### config.mk
export PLATFORM = sky130hd
export DESIGN_NAME = eips_select_low
export DESIGN_NICKNAME = d
export VERILOG_FILES = /design/src/eips_pkg.sv /design/src/eips_select_low.sv
export SDC_FILE = /design/constraint.sdc
export NUM_CORES = 1
export LEC_CHECK = 0
export ABC_AREA = 1
export BUFFER_PORTS_ARGS = -buffer_cell sky130_fd_sc_hd__buf_4
export CAP_MARGIN = 25
export CORE_MARGIN = 3
export CORE_UTILIZATION = 40
export CTS_CLUSTER_DIAMETER = 40
export CTS_CLUSTER_SIZE = 30
export DETAILED_ROUTE_END_ITERATION = 7
export GPL_ROUTABILITY_DRIVEN = 0
export PLACE_DENSITY = 0.95
export SETUP_SLACK_MARGIN = 0.2
export SLEW_MARGIN = 40
export SYNTH_ARGS = -nofsm -noshare
export SYNTH_HDL_FRONTEND = slang
export SYNTH_SLANG_ARGS = --single-unit
### constraint.sdc
create_clock -name clk_i -period 3.1 [get_ports clk_i]
set_input_delay 0.62 -clock clk_i [delete_from_list [all_inputs] [get_ports clk_i]]
set_output_delay 0.62 -clock clk_i [all_outputs]
set_load 0.05 [all_outputs]
### src/eips_pkg.sv
/*
  Package for the external interrupt port selector (low half, lines 1 to 3).
  Holds register offset, field positions, reset value, port codes and the
  packed carrier for the per-port pin inputs.
*/
package eips_pkg;

  localparam int unsigned NUM_PORTS    = 6;
  localparam int unsigned PINS_PER_PRT = 16;
  localparam int unsigned CODE_W       = 3;

  // Byte address of the low select register on the bus
  localparam logic [7:0]  SEL_LOW_ADDR = 8'h00;

  // Field positions (low bit) inside the low select register
  localparam int unsigned LINE1_LSB    = 4;
  localparam int unsigned LINE2_LSB    = 8;
  localparam int unsigned LINE3_LSB    = 12;

  localparam logic [2:0]  CODE_RESET   = 3'h0;
  localparam logic [31:0] READ_UNMAPPED = 32'h0000_0000;

  typedef enum logic [2:0] {
    FIRST_PORT  = 3'h0,
    SECOND_PORT = 3'h1,
    THIRD_PORT  = 3'h2,
    FOURTH_PORT = 3'h3,
    FIFTH_PORT  = 3'h4,
    SIXTH_PORT  = 3'h5
  } eips_port_t;

  // Pin levels of all ports, one 16-bit word per port
  typedef struct packed {
    logic [15:0] sixth_port;
    logic [15:0] fifth_port;
    logic [15:0] fourth_port;
    logic [15:0] third_port;
    logic [15:0] second_port;
    logic [15:0] first_port;
  } eips_pins_t;

endpackage

### src/eips_select_low.sv
/*
  External interrupt port selector, lines 1 to 3 of the low select register.
  Software writes a 3-bit port code per line over classic Wishbone; each line
  then carries pin n of the chosen port to the edge detectors.
  Assumes port pins are asynchronous to clk_i and are synchronised here.
*/
// The Wishbone interface to the registers and the placing of the registers were decided locally.
`timescale 1ns/10ps
module eips_select_low #(
  parameter int unsigned LINE1_PIN = 1,
  parameter int unsigned LINE2_PIN = 2,
  parameter int unsigned LINE3_PIN = 3
) (
  input  wire logic                clk_i,
  input  wire logic                rst_i,
  input  wire logic                wb_cyc_i,
  input  wire logic                wb_stb_i,
  input  wire logic                wb_we_i,
  input  wire logic [7:0]          wb_adr_i,
  input  wire logic [3:0]          wb_sel_i,
  input  wire logic [31:0]         wb_dat_i,
  output logic      [31:0]         wb_dat_o,
  output logic                     wb_ack_o,
  input  wire eips_pkg::eips_pins_t port_pins_i,
  output logic      [3:1]          ext_irq_line_o
);

  // Per-line port code mux; codes 6 and 7 give zero, a safe quiet level
  function automatic logic pick_pin(input eips_pkg::eips_pins_t pins,
                                    input logic [2:0] code,
                                    input int unsigned pin);
    logic r;
    r = 1'b0;
    case (code)
      eips_pkg::FIRST_PORT:  r = pins.first_port[pin];
      eips_pkg::SECOND_PORT: r = pins.second_port[pin];
      eips_pkg::THIRD_PORT:  r = pins.third_port[pin];
      eips_pkg::FOURTH_PORT: r = pins.fourth_port[pin];
      eips_pkg::FIFTH_PORT:  r = pins.fifth_port[pin];
      eips_pkg::SIXTH_PORT:  r = pins.sixth_port[pin];
      default:               r = 1'b0;
    endcase
    return r;
  endfunction

  // Pulls one 3-bit code field out of a bus word
  function automatic logic [2:0] field_of(input logic [31:0] word,
                                          input int unsigned lsb);
    return word[lsb +: eips_pkg::CODE_W];
  endfunction

  // Each line's pin index must exist inside a port
  if (LINE1_PIN >= eips_pkg::PINS_PER_PRT) begin : g_bad_line1
    $error("line 1 pin index lies outside a port");
  end
  if (LINE2_PIN >= eips_pkg::PINS_PER_PRT) begin : g_bad_line2
    $error("line 2 pin index lies outside a port");
  end
  if (LINE3_PIN >= eips_pkg::PINS_PER_PRT) begin : g_bad_line3
    $error("line 3 pin index lies outside a port");
  end

  logic [2:0]           line1_port_code;
  logic [2:0]           line2_port_code;
  logic [2:0]           line3_port_code;
  logic [2:0]           next_line1_port_code;
  logic [2:0]           next_line2_port_code;
  logic [2:0]           next_line3_port_code;
  logic [31:0]          next_wb_dat_o;
  logic                 next_wb_ack_o;
  eips_pkg::eips_pins_t pins_meta;
  eips_pkg::eips_pins_t pins_sync;
  logic [3:1]           next_ext_irq_line_o;
  logic                 req;
  logic                 hit;
  logic [31:0]          reg_view;

  // Ack low gates the request, so a held strobe is taken every second cycle
  assign req = wb_cyc_i && wb_stb_i && !wb_ack_o;
  assign hit = (wb_adr_i == eips_pkg::SEL_LOW_ADDR);

  // Read view: reserved bits always read zero
  always_comb begin
    reg_view = eips_pkg::READ_UNMAPPED;
    reg_view[eips_pkg::LINE1_LSB +: eips_pkg::CODE_W] = line1_port_code;
    reg_view[eips_pkg::LINE2_LSB +: eips_pkg::CODE_W] = line2_port_code;
    reg_view[eips_pkg::LINE3_LSB +: eips_pkg::CODE_W] = line3_port_code;
  end

  // Pin synchroniser: two flops; no reset, so lines settle from live pins
  always_ff @(posedge clk_i) begin
    pins_meta <= port_pins_i;
    pins_sync <= pins_meta;
  end

  // Code fields: lane 0 holds line 1, lane 1 holds lines 2 and 3
  always_comb begin
    next_line1_port_code = line1_port_code;
    next_line2_port_code = line2_port_code;
    next_line3_port_code = line3_port_code;
    if (req && wb_we_i && hit) begin
      if (wb_sel_i[0]) begin
        next_line1_port_code = field_of(wb_dat_i, eips_pkg::LINE1_LSB);
      end
      if (wb_sel_i[1]) begin
        next_line2_port_code = field_of(wb_dat_i, eips_pkg::LINE2_LSB);
        next_line3_port_code = field_of(wb_dat_i, eips_pkg::LINE3_LSB);
      end
    end
  end

  always_ff @(posedge clk_i) begin
    if (rst_i) begin
      line1_port_code <= eips_pkg::CODE_RESET;
      line2_port_code <= eips_pkg::CODE_RESET;
      line3_port_code <= eips_pkg::CODE_RESET;
    end else begin
      line1_port_code <= next_line1_port_code;
      line2_port_code <= next_line2_port_code;
      line3_port_code <= next_line3_port_code;
    end
  end

  // Bus answer: one registered ack per request, unmapped reads give zero
  always_comb begin
    next_wb_ack_o = req;
    next_wb_dat_o = wb_dat_o;
    if (req) begin
      next_wb_dat_o = hit ? reg_view : eips_pkg::READ_UNMAPPED;
    end
  end

  always_ff @(posedge clk_i) begin
    if (rst_i) begin
      wb_ack_o <= 1'b0;
      wb_dat_o <= eips_pkg::READ_UNMAPPED;
    end else begin
      wb_ack_o <= next_wb_ack_o;
      wb_dat_o <= next_wb_dat_o;
    end
  end

  // Routing: registered so the edge detectors see glitch-free levels
  always_comb begin
    next_ext_irq_line_o[1] = pick_pin(pins_sync, line1_port_code, LINE1_PIN);
    next_ext_irq_line_o[2] = pick_pin(pins_sync, line2_port_code, LINE2_PIN);
    next_ext_irq_line_o[3] = pick_pin(pins_sync, line3_port_code, LINE3_PIN);
  end

  always_ff @(posedge clk_i) begin
    if (rst_i) begin
      ext_irq_line_o <= '0;
    end else begin
      ext_irq_line_o <= next_ext_irq_line_o;
    end
  end

endmodule // eips_select_low

==> out/results.ini <==
[setup_path]
cp_max_fo=2
worst-path-stages=1
critPathCaptureType=output pin
path_buf_inv=1
worstRegToRegCells=7
r2r-start=wb_ack_o$_SDFF_PP0_
rrSetupSlack_ns=1.89
critPathArrivalTime_ns=0.94
crit_family=flip-flops
critPathKind=flop to output pin
crit_chain=buf_4
critPathSlowestCell=dfxtp_1
critPathMaxStageDelay_ns=0.38
r2r-end=line2_port_code[1]$_SDFFE_PP0P_
required_ns=2.48
cp-start-kind=flop

[clock_tree]
cts_root_buf=clkbuf_8
ctsHoldBuffers=0
cts_sinks=58
postCtsSetupBuffers=0
cts_tree=done
numCtsBuffers=9
ctsResizeCount=0
cts_max_path_buffers=2
cts_max_level=3
insertion_delay_ns=0.33
clk_pin_slew_ns=0.07

[floorplanning]
num_rows=25
fp.dieW_um=77.1
ioPinCount=181
die_height_um=77.1
coreArea_um2=4820
initial_core_util_pct=42.0
dieArea_um2=5950

[yosys]
synth_area_um2=2020
synth_simple_gate_area_share_pct=19.4
synth_top_family_by_area=simple AND/OR/NAND/NOR gates
synthAdderAreaFrac_pct=0
yosysUniqueCellTypes=19
synth_compound_area_share_pct=7.05
synthCells=232
synth_seq_cells=58
syn_area_per_cell_um2=8.72
synth.mux.area_fraction_pct=0
yosysSeqAreaShare_pct=57.4
synth_xor_area_share_pct=0
yosys_warnings=0

[drt]
detail_route.vias_per_cell=4.40
ant_nets=0
drtPass1Iterations=4
drt_iter0_drc=78
drc_errors=0
vias=1591
wl_per_cell_um=11.5
finalWirelength_um=4180

[place]
portBuffers=54
hpwl_um=3050

[pwr]
pwr_density_cell_nw_per_um2=634
ir_drop_mv=0.306
p_leak_uw=0.00125

[finish]
synthToLayoutAreaGrowth_pct=27.5
final_cell_mix=dfxtp_1 (58), buf_4 (54), nand2_1 (38)
n_antenna_cell=0
drive_above_1_share_pct=25.8
fillers=431
layout_commonest_cell=dfxtp_1
nets=436

[global_routing]
grt_pass1_wl_um=6670
grt.overflow.total=0
grt_start_max_net_pins=21
antenna_found_initial=0
grt_pass1_vias=1489
grt_usage_pct=14.8

[sta]
hold_slack_ns=0.324
period_share_pct=50.2
skew_ns=0.00891
post-route-min-period_ns=1.56
rsz0062_at_grt=no
maxSlewViolCount=0
setup_viol=0
hold_viol_final=0
fin_tns_setup_ns=0
fmax_ghz=0.642

[min_path]
min_to=pins_sync[66]$_DFF_P_
holdPathStages=0
min_from=pins_meta[66]$_DFF_P_
hold_class=flop to flop

[flow_run]
drv_cap=0

[status]
outcome=finished clean

-- kinds of logic after synthesis --
kind of cell,count (synthesis)
AND/OR/NAND/NOR,87
buffers and inverters,59
flip-flops,58
AO/OA/AOI/OAI,27
other,1
-- registers in the layout, summed over array words and instances (netlist names) --
| signal | cells |
|---|---|
| line2_port_code | 3 |
| line3_port_code | 3 |
| wb_dat_o | 9 |
| pins_sync | 18 |
| ext_irq_line_o | 3 |
| pins_meta | 18 |
| line1_port_code | 3 |
| wb_ack_o | 1 |
-- area by class of cell --
class / instances / area, um2 / share of cell area [%]
flip-flops and latches: 58 / 1160 / 45.0
multi-input cells: 137 / 627 / 24.3
repair buffers: 54 / 405 / 15.7
clock buffers: 12 / 145 / 5.63
inverters: 31 / 116 / 4.51
well taps: 67 / 83.8 / 3.25
clock inverters: 3 / 40.0 / 1.55
-- where the power goes --
group | leakage, uW | switching (uW) | internal, uW
Combinational | 0.000674 | 133 | 56.2
Clock | 0.0000962 | 267 | 386
Sequential | 0.000483 | 10.4 | 781
Total | 0.00125 | 411 | 1220
-- metal layers --
| metal | share of wire [%] | vias up | track usage [%] |
|---|---|---|---|
| met2 | 50 | 79 | 23.9 |
| met4 | 3.4 | 0 | 10.5 |
| met3 | 8.2 | 15 | 4.69 |
| met1 | 38 | 709 | 16.4 |
| li1 | - | 788 | - |
| met5 | 0 | - | 0 |
-- metrics by stage --
step	power (uW)	utilization, %	std cells	cell area, um2	setup slack (ns)
after floorplan	952	-	254	2110	1.76
after global placement	991	49.6	347	2390	1.07
after global routing	1700	53.5	362	2580	1.49
after detailed placement	995	49.6	347	2390	1.03
after CTS	1650	53.4	362	2570	1.39
final	1630	53.5	362	2580	1.54
-- cell usage after synthesis --
library cell | n | share of area, %
a21oi_1 | 12 | 3.0
buf_2 | 3 | 0.74
buf_4 | 24 | 8.9
buf_6 | 1 | 0.56
conb_1 | 1 | 0.19
dfxtp_1 | 58 | 57
inv_1 | 30 | 5.6
inv_2 | 1 | 0.19
nand2_1 | 38 | 7.1
nand3_2 | 2 | 0.99
nand3_4 | 1 | 0.87
nand4_1 | 9 | 2.8
nor2_1 | 32 | 5.9
nor2_2 | 1 | 0.31
nor2_4 | 1 | 0.56
o211ai_1 | 3 | 1.1
o21ai_0 | 11 | 2.7
o21ai_1 | 1 | 0.25
or2_2 | 3 | 0.93
-- worst max path at each step --
stage | endpoint | slack, ns | startpoint
6_report | wb_dat_o[5] | 1.54 | wb_dat_o[5]$_SDFFE_PP0N_
5_1_grt | line2_port_code[0]$_SDFFE_PP0P_ | 1.49 | wb_adr_i[1]
4_1_cts | line3_port_code[2]$_SDFFE_PP0P_ | 1.39 | wb_adr_i[7]
3_5_place_dp | line2_port_code[1]$_SDFFE_PP0P_ | 1.03 | wb_adr_i[7]
3_3_place_gp | line3_port_code[0]$_SDFFE_PP0P_ | 1.07 | wb_adr_i[7]
2_1_floorplan | line2_port_code[0]$_SDFFE_PP0P_ | 1.76 | wb_adr_i[7]
(Power assumes the default switching activity.)
